**config.mk**
```make
export PLATFORM = sky130hd
export DESIGN_NAME = lpm_ctrl
export DESIGN_NICKNAME = d
export VERILOG_FILES = /design/src/lpm_pkg.sv /design/src/lpm_ctrl.sv /design/src/lpm_sync.sv
export SDC_FILE = /design/constraint.sdc
export NUM_CORES = 1
export LEC_CHECK = 0
export ABC_CLOCK_PERIOD_IN_PS = 1900
export BUFFER_PORTS_ARGS = -buffer_cell sky130_fd_sc_hd__buf_2
export CORE_MARGIN = 2
export CORE_UTILIZATION = 45
export CTS_CLUSTER_DIAMETER = 150
export DETAILED_ROUTE_END_ITERATION = 8
export PLACE_DENSITY = 0.68
export SKIP_CTS_REPAIR_TIMING = 1
export SYNTH_ARGS = -nofsm -noshare
export SYNTH_HDL_FRONTEND = slang
export SYNTH_SLANG_ARGS = --single-unit
```
**constraint.sdc**
```tcl
create_clock -name CLK -period 1.9 [get_ports CLK]
set_clock_uncertainty 0.05 [all_clocks]
set_input_delay 0.38 -clock CLK [delete_from_list [all_inputs] [get_ports CLK]]
set_output_delay 0.38 -clock CLK [all_outputs]
set_load 0.05 [all_outputs]
```
**src/lpm_pkg.sv**
```systemverilog
// Package of constants and carrier types for the low-power mode controller.
package lpm_pkg;
   // ==========================================================
   // Timing constants
   // ==========================================================
   // Clock period in picoseconds (40 MHz).
   localparam int unsigned CLK_PERIOD_PS = 25000;
   // Oscillator stabilization time after halt wake-up, in microseconds.
   localparam int unsigned OSC_STAB_US = 100;
   // Stabilization delay in cycles, rounded up (least time).
   localparam int unsigned OSC_STAB_CYC = (OSC_STAB_US * 1000000 + CLK_PERIOD_PS - 1) / CLK_PERIOD_PS;
   // Width of the stabilization counter.
   localparam int unsigned STAB_W = 16;
   // Core timer prescaler width and its reset value.
   localparam int unsigned PRESC_W = 8;
   localparam logic [7:0] PRESC_RST = 8'h00;
   // Input synchroniser depth.
   localparam int unsigned SYNC_DEPTH = 3;

   // ==========================================================
   // Types
   // ==========================================================
   // Power state of the device.
   typedef enum logic [2:0] {
      LPM_RUN,
      LPM_IDLE,
      LPM_HALT,
      LPM_STAB
   } lpm_state_t;

   // Core timer interrupt bits that hardware clears on halt entry.
   typedef struct packed {
      logic core_timer_overflow_flag;
      logic periodic_tick_flag;
      logic core_timer_overflow_irq_en;
      logic periodic_tick_irq_en;
   } lpm_ctimer_irq_t;
   localparam lpm_ctimer_irq_t CTIRQ_RST = '{1'b0, 1'b0, 1'b0, 1'b0};

   // Wake sources into the controller.
   typedef struct packed {
      logic ext_irq;
      logic core_timer_irq;
      logic prog_timer_irq;
      logic serial_irq;
   } lpm_wake_t;
endpackage : lpm_pkg

```
**src/lpm_ctrl.sv**
```systemverilog
// Low-power mode controller: halt, idle, wake-up and bus clock divider.
`timescale 1ns/1ps
module lpm_ctrl
   import lpm_pkg::*;
#(
   // Stabilization count; shorten in simulation.
   parameter int unsigned STAB_CYCLES = OSC_STAB_CYC
)
(
   // Clock and reset.
   input wire logic CLK,
   input wire logic RESET_N,
   // Processor entry requests, one-cycle pulses.
   input wire logic HALT_REQ,
   input wire logic IDLE_REQ,
   // Mask option that turns the halt instruction into a no-op.
   input wire logic HALT_DISABLE,
   // External interrupt pin, asynchronous.
   input wire logic EXT_IRQ_PIN,
   // Enabled interrupt requests from on-chip peripherals.
   input wire logic CORE_TIMER_IRQ,
   input wire logic PROG_TIMER_IRQ,
   input wire logic SERIAL_IRQ,
   // Core timer interrupt bits, software writes.
   input wire lpm_ctimer_irq_t CTIRQ_WR_DATA,
   input wire logic CTIRQ_WR,
   // Core timer events that set the flags.
   input wire logic CT_OVF_EVENT,
   input wire logic CT_TICK_EVENT,
   // Interrupt mask bit, software set and clear.
   input wire logic IMASK_SET,
   input wire logic IMASK_CLR,
   // Outputs.
   output lpm_state_t POWER_STATE,
   output logic OSC_RUN,
   output logic BUS_CLK_EN,
   output logic CPU_RUN,
   output logic TIMERS_RUN,
   output logic WATCHDOG_RUN,
   output lpm_ctimer_irq_t CTIRQ,
   output logic [PRESC_W-1:0] PRESCALER,
   output logic IMASK,
   output logic HALT_NOP
);
   // ==========================================================
   // Declarations
   // ==========================================================
   // Synchronised external interrupt.
   logic ext_irq_s;
   // Power state register.
   lpm_state_t state_ff;
   lpm_state_t nxt_state;
   // Stabilization counter.
   logic [STAB_W-1:0] stab_ff;
   logic [STAB_W-1:0] nxt_stab;
   // Divide-by-two phase of the oscillator.
   logic div_ff;
   logic nxt_div;
   // Core timer interrupt bits, prescaler and mask.
   lpm_ctimer_irq_t ctirq_ff;
   lpm_ctimer_irq_t nxt_ctirq;
   logic [PRESC_W-1:0] presc_ff;
   logic [PRESC_W-1:0] nxt_presc;
   logic imask_ff;
   logic nxt_imask;
   // Halt no-op indication, one cycle.
   logic nop_ff;
   logic nxt_nop;
   // Entry strobes.
   logic halt_go;
   logic idle_go;

   // Full-width stabilization limit, cast once.
   localparam logic [STAB_W-1:0] STAB_LAST = STAB_W'(STAB_CYCLES - 1);

   // Wake source for idle: any enabled peripheral or external interrupt.
   function automatic logic idle_wake(input lpm_wake_t w);
      idle_wake = w.ext_irq | w.core_timer_irq | w.prog_timer_irq | w.serial_irq;
   endfunction : idle_wake

   // ==========================================================
   // External interrupt synchroniser
   // ==========================================================
   lpm_sync u_ext_sync (
      .CLK(CLK),
      .RESET_N(RESET_N),
      .din(EXT_IRQ_PIN),
      .dout(ext_irq_s)
   );

   // ==========================================================
   // Power state machine
   // ==========================================================
   // Entry is only taken from run; a disabled halt is reported as a no-op.
   always_comb begin
      halt_go = (state_ff == LPM_RUN) && HALT_REQ && !HALT_DISABLE;
      idle_go = (state_ff == LPM_RUN) && IDLE_REQ && !HALT_REQ;
      nxt_state = state_ff;
      nxt_stab = stab_ff;
      nxt_nop = (state_ff == LPM_RUN) && HALT_REQ && HALT_DISABLE;
      case (state_ff)
         LPM_RUN: begin
            if (halt_go) begin
               nxt_state = LPM_HALT;
            end else if (idle_go) begin
               nxt_state = LPM_IDLE;
            end
         end
         LPM_IDLE: begin
            if (idle_wake(lpm_wake_t'{ext_irq_s, CORE_TIMER_IRQ, PROG_TIMER_IRQ, SERIAL_IRQ})) begin
               nxt_state = LPM_RUN;
            end
         end
         LPM_HALT: begin
            if (ext_irq_s) begin
               nxt_state = LPM_STAB;
               nxt_stab = '0;
            end
         end
         LPM_STAB: begin
            if (stab_ff >= STAB_LAST) begin
               nxt_state = LPM_RUN;
            end else begin
               nxt_stab = stab_ff + STAB_W'(1);
            end
         end
         default: begin
            nxt_state = LPM_RUN;
         end
      endcase
   end

   always_ff @(posedge CLK or negedge RESET_N) begin
      if (!RESET_N) begin
         state_ff <= LPM_RUN;
         stab_ff <= '0;
         nop_ff <= 1'b0;
      end else begin
         state_ff <= nxt_state;
         stab_ff <= nxt_stab;
         nop_ff <= nxt_nop;
      end
   end

   // ==========================================================
   // Bus clock divider
   // ==========================================================
   // divide by two
   always_comb begin
      nxt_div = OSC_RUN ? ~div_ff : div_ff;
   end

   always_ff @(posedge CLK or negedge RESET_N) begin
      if (!RESET_N) begin
         div_ff <= 1'b0;
      end else begin
         div_ff <= nxt_div;
      end
   end

   // ==========================================================
   // Core timer bits, prescaler and interrupt mask
   // ==========================================================
   // Events set flags and win over a software clear; halt entry clears all.
   always_comb begin
      nxt_ctirq = ctirq_ff;
      nxt_presc = presc_ff;
      nxt_imask = imask_ff;
      if (CTIRQ_WR) begin
         nxt_ctirq = CTIRQ_WR_DATA;
      end
      if (CT_OVF_EVENT) begin
         nxt_ctirq.core_timer_overflow_flag = 1'b1;
      end
      if (CT_TICK_EVENT) begin
         nxt_ctirq.periodic_tick_flag = 1'b1;
      end
      if (TIMERS_RUN) begin
         nxt_presc = presc_ff + PRESC_W'(1);
      end
      if (IMASK_SET) begin
         nxt_imask = 1'b1;
      end else if (IMASK_CLR) begin
         nxt_imask = 1'b0;
      end
      if (halt_go) begin
         nxt_ctirq = CTIRQ_RST;
         nxt_presc = PRESC_RST;
         nxt_imask = 1'b0;
      end else if (idle_go) begin
         nxt_imask = 1'b0;
      end
      if (state_ff == LPM_HALT) begin
         nxt_ctirq = ctirq_ff;
         nxt_presc = presc_ff;
      end
   end

   // Mask reads set after reset, as the processor does.
   always_ff @(posedge CLK or negedge RESET_N) begin
      if (!RESET_N) begin
         ctirq_ff <= CTIRQ_RST;
         presc_ff <= PRESC_RST;
         imask_ff <= 1'b1;
      end else begin
         ctirq_ff <= nxt_ctirq;
         presc_ff <= nxt_presc;
         imask_ff <= nxt_imask;
      end
   end

   // ==========================================================
   // Outputs
   // ==========================================================
   // oscillator off in halt
   assign OSC_RUN = (state_ff != LPM_HALT);
   assign BUS_CLK_EN = div_ff;
   assign CPU_RUN = (state_ff == LPM_RUN);
   assign TIMERS_RUN = (state_ff == LPM_RUN) || (state_ff == LPM_IDLE);
   assign WATCHDOG_RUN = TIMERS_RUN;
   assign POWER_STATE = state_ff;
   assign CTIRQ = ctirq_ff;
   assign PRESCALER = presc_ff;
   assign IMASK = imask_ff;
   assign HALT_NOP = nop_ff;
endmodule : lpm_ctrl

```
**src/lpm_sync.sv**
```systemverilog
// Three-stage input synchroniser with agreement filter.
`timescale 1ns/1ps
module lpm_sync
   import lpm_pkg::*;
(
   // Clock and reset.
   input wire logic CLK,
   input wire logic RESET_N,
   // Asynchronous input and filtered result.
   input wire logic din,
   output logic dout
);
   // ==========================================================
   // Synchroniser chain
   // ==========================================================
   // Chain of three flops; stage 0 feeds only stage 1.
   logic [SYNC_DEPTH-1:0] chain_ff;
   logic [SYNC_DEPTH-1:0] nxt_chain;
   // Filtered output register.
   logic out_ff;
   logic nxt_out;

   // Shift the chain and update only when the last two stages agree.
   always_comb begin
      nxt_chain = {chain_ff[SYNC_DEPTH-2:0], din};
      nxt_out = out_ff;
      if (chain_ff[1] == chain_ff[2]) begin
         nxt_out = chain_ff[2];
      end
   end

   // Register the chain and filtered value.
   always_ff @(posedge CLK or negedge RESET_N) begin
      if (!RESET_N) begin
         chain_ff <= '0;
         out_ff <= 1'b0;
      end else begin
         chain_ff <= nxt_chain;
         out_ff <= nxt_out;
      end
   end

   assign dout = out_ff;
endmodule : lpm_sync

```
==> metrics.md, run 1 <==
| Metric | Value |
|---|---|
| Status | `finished, final reports clean` |
| Syn. warnings | `0` |
| RSZ-0062 raised after global routing | `false` |
| Setup Viol. Count Final | `0` |
| # H-tree levels | `2` |
| Synth Area per Inst | `10.1 um^2` |
| DRC | `0` |
| Worst vdd ir | `0.000316 V` |
| Yosys top cell area share | `51.3%` |
| Crit path time final | `1.79 ns` |
| Num CTS Buffers | `5` |
| Top Ports | `40` |
| Worst Path Required | `1.47 ns` |
| Post-Route WL | `3.69 mm` |
| Die width | `66.5 um` |
| Worst Hold Class | `in2reg` |
| Syn_nets | `194` |
| Die area | `4420 um^2` |
| Row cnt | `22` |
| Grt ovf | `0` |
| Setup Crit Path Kind | `reg2out` |
| Hold path depth | `1` |
| Synth Flop Type | `dfrtp_1` |
| Clk pin slew, worst setup/hold paths | `0.07 ns` |
| PwrDens | `755 nW/um^2` |
| Worst R2R Path Depth | `5` |
| Post-Syn Area | `1760 um^2` |
| Vias in the first global route | `1396` |
| Layout cells sized above 1 | `28.4%` |
| Largest net degree at the start of global routing | `38` |
| Number of flops mapped to enable cells by yosys | `0` |
| Most common cell in the netlist | `dfrtp_1` |
| Fin nets | `241` |
| Core area | `3720 um^2` |
| Number of DRC markers in iteration 0 | `204` |
| Root Buffer | `clkbuf_8` |
| Clk_lat worst skew | `0.29 ns` |
| Crit share post-route | `94.1%` |
| Area growth syn-to-layout | `23.4%` |
| Crit Path Max Fanout | `10` |
| Post-synthesis sequential area ratio | `52.8%` |
| Worst slew pin tran | `0.514 ns` |
| First-pass GRT wire length | `6.24 mm` |
| Fin. Hold Viols | `0` |
| Clk sinks | `37` |
| Pleak | `0.950 nW` |
| Worst setup EP type | `output pin` |
| Initial Util | `47.3%` |
| Arrival @ worst endpoint | `1.36 ns` |
| Post-synth ARST share | `100%` |
| CTS tree | `built` |
| FF+latch count, synth | `37` |
| M1 wire length | `1.58 mm` |
| Antenna violations before repair | `0` |
| Max-slew headroom | `65.5%` |
| Vias | `1475` |
| Synth top area cells | `dfrtp_1 (51%), nor2_1 (3.6%), o31ai_1 (3.0%), or4_1 (3.0%), xor2_1 (3.0%)` |
| Avg Vias per Cell | `5.46` |
| Critical Path Start Type | `flop` |
| Met3 wire len | `200 um` |
| Inserted Diodes | `0` |
| DRT antenna net count | `0` |
| Die Span Y | `66.5 um` |
| Max Freq | `559 MHz` |
| GRT Total Usage | `19.0%` |
| Wire length per cell | `13.7 um` |
| Yosys top cell by area | `dfrtp_1` |
| TNS Setup | `0 ns` |
| Hold_ws | `0.145 ns` |
| Max-cap violations | `0` |
| Port Buffers | `38` |
| Top cells by count, synth | `dfrtp_1 (36), nor2_1 (17), nand2_1 (10)` |
| Syn Inst Count | `174` |
| GP Congestion | `0.813` |
| Clk buf depth | `2` |
| Max layer used | `met4` |
| Final Max Tran Viols | `0` |
| Yosys cell types | `42` |
| Met2 wire length | `1.85 mm` |
| TritonRoute pass-1 iters | `4` |
| Final HPWL DP | `2.70 mm` |
==> routing by layer <==
| metal | vias up | track usage, % |
|---|---|---|
| met5 | - | 0 |
| met4 | 0 | 8.93 |
| met3 | 8 | 5.24 |
| met2 | 49 | 31.5 |
| met1 | 701 | 22.8 |
| li1 | 717 | - |
==> cell families (layout without fill, tap and decap cells) <==
logic type | Yosys count | in the layout | share of synthesized area [%]
adders and majority gates | 3 | 3 | 1.99
buffers and inverters | 17 | 65 | 4.49
other | 1 | 1 | 0.213
and+or+nand+nor | 73 | 73 | 23.0
DFF | 37 | 37 | 52.8
AOI/OAI and AO/OA | 35 | 35 | 13.5
muxes | 1 | 1 | 0.570
xor gates and xnor gates | 7 | 7 | 3.49
==> area by class of cell <==
cell class / count / area [um^2]
clock buffers: 6 / 72.6
clock inverters: 2 / 35.0
fillers: 328 / 1550
inverters: 9 / 33.8
multi-input cells: 120 / 758
flip-flops and latches: 37 / 928
well taps: 48 / 60.1
repair buffers: 48 / 280
==> through the flow <==
step                instances  area [um^2]  power [mW]  utilization, %  setup slack, ns
floorplan                 174         1760       0.926               -           0.0235
global placement          261         2050       0.986            55.1            0.203
detailed placement        261         2050       0.990            55.1            0.118
CTS                       269         2150        1.65            57.9           0.0896
global route              270         2170        1.71            58.4          0.00607
finish                    270         2170        1.64            58.4            0.112
==> worst max-delay path, cell delays in order (launching register included) <==
cell and delay [ns]:
dfrtp_2 0.40, buf_4 0.17, nand2b_1 0.19, buf_2 0.31
==> layout by cell type (no fill, tap or decap), types with 2 or more instances in the layout <==
cell type / Yosys / final
a21oi_1: 9 / 9
a22o_1: 2 / 2
and2_1: 5 / 5
and3_1: 3 / 3
buf_2: 3 / 38
buf_4: 3 / 8
clkbuf_8: 0 / 5
dfrtp_1: 36 / 35
inv_1: 9 / 9
nand2_1: 10 / 9
nand2b_1: 3 / 3
nand3_1: 6 / 6
nand4_1: 8 / 8
nor2_1: 17 / 16
nor3_1: 5 / 5
o211ai_1: 4 / 4
o21a_1: 3 / 3
o21ai_0: 4 / 4
o31ai_1: 7 / 7
or4_1: 7 / 7
xor2_1: 6 / 6
==> report_power, final <==
part | internal, mW | switching, mW
Combinational | 0.0463 | 0.101
Clock | 0.389 | 0.272
Sequential | 0.809 | 0.0184
==> registers in the layout, indices dropped and copies added, names as in the netlist <==
signal,cells
POWER_STATE,2
IMASK,1
CTIRQ,4
u_ext_sync.chain_ff,3
HALT_NOP,1
u_ext_sync.dout,1
stab_ff,16
BUS_CLK_EN,1
PRESCALER,8
==> path summary, 6_finish.rpt <==
| check | slack [ns] | endpoint | from |
|---|---|---|---|
| setup / recovery | 0.11 | OSC_RUN | POWER_STATE[1] |
| hold / removal | 0.15 | u_ext_sync.chain_ff[0] | EXT_IRQ_PIN |
| setup reg to reg | 0.12 | stab_ff[10] | stab_ff[0] |
| hold reg to reg | 0.31 | u_ext_sync.chain_ff[1] | u_ext_sync.chain_ff[0] |
| max in group asynchronous | 1.02 | IMASK | RESET_N |
| min in group asynchronous | 0.53 | stab_ff[7] | RESET_N |
Power figures use the tool's default switching activity.
==> inputs of run 2 (changes only) <==
- ABC_CLOCK_PERIOD_IN_PS: 1900 -> 2100
- CORE_ASPECT_RATIO: default -> 0.5
- CTS_CLUSTER_DIAMETER: 150 -> 100
- clock period: 1.9 -> 2.1 ns (I/O delays scaled with it)
==> metrics.md, run 2 (same netlist as run 1, synthesis figures left out) <==
| Metric | Value |
|---|---|
| Buffers & Inverters on Critical Path | `0 (-2)` |
| Core area | `3580 um^2 (-3.5%)` |
| CTS tree | `built` |
| Row cnt | `15 (-32%)` |
| Fin area | `2100 um^2 (-3.0%)` |
| Arrival @ worst endpoint | `2.06 ns (+0.70 ns)` |
| Worst-path cell chain | `and4bb_1, nand2_1, or4_1, a21oi_1` |
| # H-tree levels | `2 (unchanged)` |
| Layout cells sized above 1 | `25.7% (-2.7 points)` |
| Root Buffer | `clkbuf_8` |
| Max Freq | `525 MHz` |
| Worst slew pin tran | `0.567 ns (+0.0529 ns)` |
| Worst Path Required | `2.26 ns (+0.79 ns)` |
| Clk sinks | `37 (unchanged)` |
| R2R Path Start | `POWER_STATE[0]` |
| Max-cap violations | `0 (unchanged)` |
| Initial Util | `49.0% (+1.7 points)` |
| Met3 wire len | `152 um (-24%)` |
| PwrDens | `658 nW/um^2 (-13%)` |
| Vias | `1448 (-1.8%)` |
| Post-Route WL | `3.65 mm (-0.92%)` |
| Crit share post-route | `90.7%` |
| GP Congestion | `0.802 (-1.4%)` |
| Final Max Tran Viols | `0 (unchanged)` |
| Clk buf depth | `2 (unchanged)` |
| Avg Vias per Cell | `5.38 (-1.5%)` |
| Num CTS Buffers | `5 (unchanged)` |
| Number of DRC markers in iteration 0 | `71 (-65%)` |
| Final HPWL DP | `2.70 mm (about the same)` |
| Die Span Y | `48.2 um (-28%)` |
| Largest Register | `stab_ff` |
| M1 wire length | `1.76 mm (+12%)` |
| Reg-to-reg critical path endpoint | `stab_ff[8]` |
| TNS Setup | `0 ns (unchanged)` |
| Fin. Hold Viols | `0 (unchanged)` |
| First-pass GRT wire length | `6.15 mm (-1.6%)` |
| Critical Path Start Type | `flop` |
| Vias in the first global route | `1439 (+3.1%)` |
| DRC | `0 (unchanged)` |
| Status | `finished, final reports clean` |
| Die width | `92.4 um (+39%)` |
| Max reg flops | `16 (unchanged)` |
| Critical path's largest stage delay | `0.57 ns (+0.17 ns)` |
| Slowest-stage cell, CP | `or4_1` |
| Crit Path Max Fanout | `16 (+6)` |
| TritonRoute pass-1 iters | `4 (unchanged)` |
| Setup Viol. Count Final | `0 (unchanged)` |
| Most common cell after layout, fill and taps aside | `buf_2` |
| Setup Crit Path Kind | `reg2reg` |
| Crit path time final | `1.90 ns` |
| Pleak | `0.920 nW (-3.1%)` |
| Worst setup EP type | `flop` |
| Max layer used | `met3` |
| Max-slew headroom | `62.2% (-3.3 points)` |
| Met2 wire length | `1.74 mm (-5.8%)` |
| Area growth syn-to-layout | `19.7%` |
| Top Ports | `40 (unchanged)` |
| Wire length per cell | `13.6 um (-0.55%)` |
| Clk_lat worst skew | `0.28 ns (about the same)` |
| RSZ-0062 raised after global routing | `false` |
| Setup slack, reg-to-reg | `0.20 ns (+0.08 ns)` |
| Largest net degree at the start of global routing | `27 (-29%)` |
| Antenna violations before repair | `0 (unchanged)` |
| DRT antenna net count | `0 (unchanged)` |
| Fin nets | `237 (-1.7%)` |
| Inserted Diodes | `0 (unchanged)` |
| Worst Hold Class | `in2async` |
| Die area | `4450 um^2 (+0.69%)` |
| Port Buffers | `38 (unchanged)` |
| Commonest cells after routing, fill and taps aside | `buf_2 (38), dfrtp_1 (36), nor2_1 (17)` |
| GRT Total Usage | `18.0% (-0.93 points)` |
| Worst vdd ir | `0.000325 V (+2.9%)` |
| Family with the most delay on the worst path | `simple AND/OR/NAND/NOR gates` |
| Worst R2R Path Depth | `4 (-1)` |
| Final core utilization | `58.7% (+0.32 points)` |
| Grt ovf | `0 (unchanged)` |
| Clk pin slew, worst setup/hold paths | `0.07 ns (about the same)` |
| Post-Place Cell Area | `2010 um^2 (-1.7%)` |
| Total power | `1.38 mW (-15%)` |
-- run 2: changes by cell type in the layout (fill, tap and decap cells not counted), sizes merged --
cell | before | now
dlygate4sd3 | 1 | 0
buf | 47 | 44
clkbuf | 6 | 8
clkinv | 1 | 0
bufinv | 1 | 0
-- run 2: how the worst max path moves through the flow --
stage	start	endpoint	slack (ns)	depth (start not counted)
global route	POWER_STATE[0]	stab_ff[6]	0.05	4
CTS	POWER_STATE[1]	OSC_RUN	0.07	3
finish	POWER_STATE[0]	stab_ff[8]	0.20	4
global placement	POWER_STATE[0]	stab_ff[3]	0.31	4
detailed placement	POWER_STATE[0]	stab_ff[8]	0.20	4
floorplan	POWER_STATE[1]	CPU_RUN	0.13	2
-- run 2: cell type report --
type	count	area, um^2
repair buffers	44	235
inverters	9	33.8
well taps	51	63.8
fillers	318	1480
clock buffers	8	90.1
flip-flops and latches	37	927
multi-input cells	120	753
-- run 2: metal layers --
layer,track usage (%),vias to the layer above
met5,0,-
met4,7.16,0
met3,4.79,0
met2,33.6,30
met1,21.3,710
li1,-,708
-- run 2: report_power, final --
part           switching [mW]  leakage, nW  total [mW]  internal [mW]
Sequential             0.0155        0.431       0.747          0.732
Combinational          0.0916        0.443       0.130         0.0379
Clock                   0.240       0.0455       0.508          0.268
Total                   0.347        0.920        1.38           1.04
-- run 2: through the flow --
stage	hold slack, ns	cells	worst slack, ns
3_3_place_gp	0.282	261	0.305
6_report	0.0729	269	0.196
2_1_floorplan	0.0744	174	0.128
3_5_place_dp	0.306	261	0.203
4_1_cts	0.0949	269	0.0693
5_1_grt	0.120	269	0.0549
==> inputs of run 3 (changes only) <==
- CORE_UTILIZATION: 45 -> 35
- PLACE_DENSITY: 0.68 -> default
==> metrics.md, run 3 (same netlist as run 1, synthesis figures left out) <==
| Metric | Value |
|---|---|
| Fin. Hold Viols | `0 (unchanged)` |
| Setup WS post-layout | `0.171 ns (-0.0254 ns)` |
| Die Span Y | `54.1 um (+12%)` |
| First-pass GRT wire length | `5.84 mm (-4.9%)` |
| Worst Hold Class | `in2async` |
| Cell-internal power | `1.24 mW (+20%)` |
| Worst-path cell chain | `ha_1, nand4_1, a211oi_2, buf_4, nor4_1, o21a_1` |
| Arrival @ worst endpoint | `2.06 ns (about the same)` |
| Worst vdd ir | `0.000226 V (-31%)` |
| Fin cells | `288 (+7.1%)` |
| Port Buffers | `38 (unchanged)` |
| Setup slack, reg-to-reg | `0.17 ns (-0.03 ns)` |
| RSZ-0062 raised after global routing | `false` |
| Setup slack at placement | `0.179 ns (-0.0240 ns)` |
| Setup Crit Path Kind | `reg2reg` |
| Critical Path Start Type | `flop` |
| Area growth syn-to-layout | `23.6%` |
| Max reg flops | `16 (unchanged)` |
| Combinational share of power | `7.9% (-1.5 points)` |
| Worst slew pin tran | `0.685 ns (+0.118 ns)` |
| Worst setup EP type | `flop` |
| Antenna violations before repair | `0 (unchanged)` |
| # H-tree levels | `2 (unchanged)` |
| Total power | `1.61 mW (+16%)` |
| Row cnt | `18 (+3)` |
| GRT Total Usage | `13.4% (-4.7 points)` |
| Pleak | `0.944 nW (+2.5%)` |
| Num CTS Buffers | `5 (unchanged)` |
| Clk pin slew, worst setup/hold paths | `0.08 ns (about the same)` |
| Dpl cells | `280 (+7.3%)` |
| Core area | `4890 um^2 (+36%)` |
| TNS Setup | `0 ns (unchanged)` |
| Inserted Diodes | `0 (unchanged)` |
| Clk sinks | `37 (unchanged)` |
| Max-cap violations | `0 (unchanged)` |
| Grt ovf | `0 (unchanged)` |
| Critical path's largest stage delay | `0.60 ns (+0.03 ns)` |
| Avg Vias per Cell | `4.88 (-9.3%)` |
| NetSw | `367 uW (+5.7%)` |
| Root Buffer | `clkbuf_8` |
| Setup Viol. Count Final | `0 (unchanged)` |
| Max Freq | `518 MHz (-1.3%)` |
| DRC | `0 (unchanged)` |
| Number of DRC markers in iteration 0 | `46 (-35%)` |
| Crit Path Max Fanout | `12 (-4)` |
| Top Ports | `40 (unchanged)` |
| Fin nets | `237 (unchanged)` |
| Crit path time final | `1.93 ns (+0.0254 ns)` |
| Max-slew headroom | `54.3% (-7.9 points)` |
| Post-Route WL | `3.59 mm (-1.8%)` |
| Vias in the first global route | `1316 (-8.5%)` |
| Final Max Tran Viols | `0 (unchanged)` |
| Initial Util | `35.9% (-13 points)` |
| Largest net degree at the start of global routing | `38 (+41%)` |
| Sequential power share | `46.5% (-7.5 points)` |
| Final HPWL DP | `2.53 mm (-6.2%)` |
| Most common cell after layout, fill and taps aside | `buf_2` |
| Clk buf depth | `2 (unchanged)` |
| Crit share post-route | `91.9% (+1.2 points)` |
| PwrDens | `740 nW/um^2 (+12%)` |
| Largest Register | `stab_ff` |
| Clk_lat worst skew | `0.29 ns (about the same)` |
| Wire length per cell | `12.5 um (-8.3%)` |
| Worst Path Required | `2.23 ns (-0.03 ns)` |
| Commonest cells after routing, fill and taps aside | `buf_2 (38), dfrtp_1 (36), nor2_1 (17)` |
| GP Congestion | `0.761 (-5.1%)` |
| TritonRoute pass-1 iters | `4 (unchanged)` |
| Clock power share | `45.6% (+8.9 points)` |
| Sw Share | `22.8% (-2.2 points)` |
| CTS tree | `built` |
| Status | `finished, final reports clean` |
| DRT antenna net count | `0 (unchanged)` |
| Die area | `5640 um^2 (+27%)` |
| Die width | `104 um (+13%)` |
| Vias | `1406 (-2.9%)` |
| Slowest-stage cell, CP | `a211oi_2` |
| Layout cells sized above 1 | `26.6% (+0.92 points)` |
run 3: cell types whose count changed in the layout (fill, tap and decap cells not counted):
cell,delta
bufinv_16,+2
clkbuf_1,-2
clkbuf_8,-1
clkinv_2,+1
run 3: area by class of cell:
type                       instances  area, um^2
sequential                        37         927
fill                             470        2720
clock inverter                     3        65.1
timing repair buffer              44         235
tap                               70        87.6
multi-input combinational        120         753
clock buffer                       5        68.8
inverter                           9        33.8
run 3: final timing paths:
path | from | endpoint | cells past startpoint
hold reg to reg | u_ext_sync.chain_ff[0] | u_ext_sync.chain_ff[1] | 0
min in group CLK | EXT_IRQ_PIN | u_ext_sync.chain_ff[0] | 1
max in group asynchronous | RESET_N | IMASK | 2
setup reg to reg | stab_ff[0] | stab_ff[5] | 6
hold / removal | RESET_N | u_ext_sync.chain_ff[1] | 2
setup / recovery | stab_ff[0] | stab_ff[5] | 6
run 3: critical path, delay by kind of cell, from the launching register on:
kind / cells / cell delay [ns]
buf+inv: 1 / 0.23
compound gates: 2 / 0.79
simple gates: 2 / 0.16
flops: 1 / 0.39
fa+ha+maj: 1 / 0.22
run 3: per-layer routing:
metal  vias to the layer above  track usage (%)  wire (um)  part of all wire, %
met5                         -                0          0                    0
met1                       676             15.5       1700                   47
li1                        710                -          -                    -
met4                         0             5.41         25                 0.70
met3                         4             4.12         93                  2.6
met2                        16             24.0       1770                   49
run 3: power groups by stage:
stage	Combinational [mW]	Clock (mW)	Sequential (mW)
2_1_floorplan	0.0304	0	0.807
3_3_place_gp	0.128	0	0.760
3_5_place_dp	0.130	0	0.760
4_1_cts	0.130	0.754	0.747
5_1_grt	0.139	0.788	0.749
6_report	0.128	0.732	0.747
run 3: through the flow:
stage / hold slack, ns / util [%] / instance area [um^2]
2_1_floorplan: 0.0744 / - / 1760
3_3_place_gp: 0.287 / 41.6 / 2030
3_5_place_dp: 0.288 / 41.6 / 2030
4_1_cts: 0.122 / 44.4 / 2170
5_1_grt: 0.147 / 44.4 / 2170
6_report: 0.119 / 44.4 / 2170
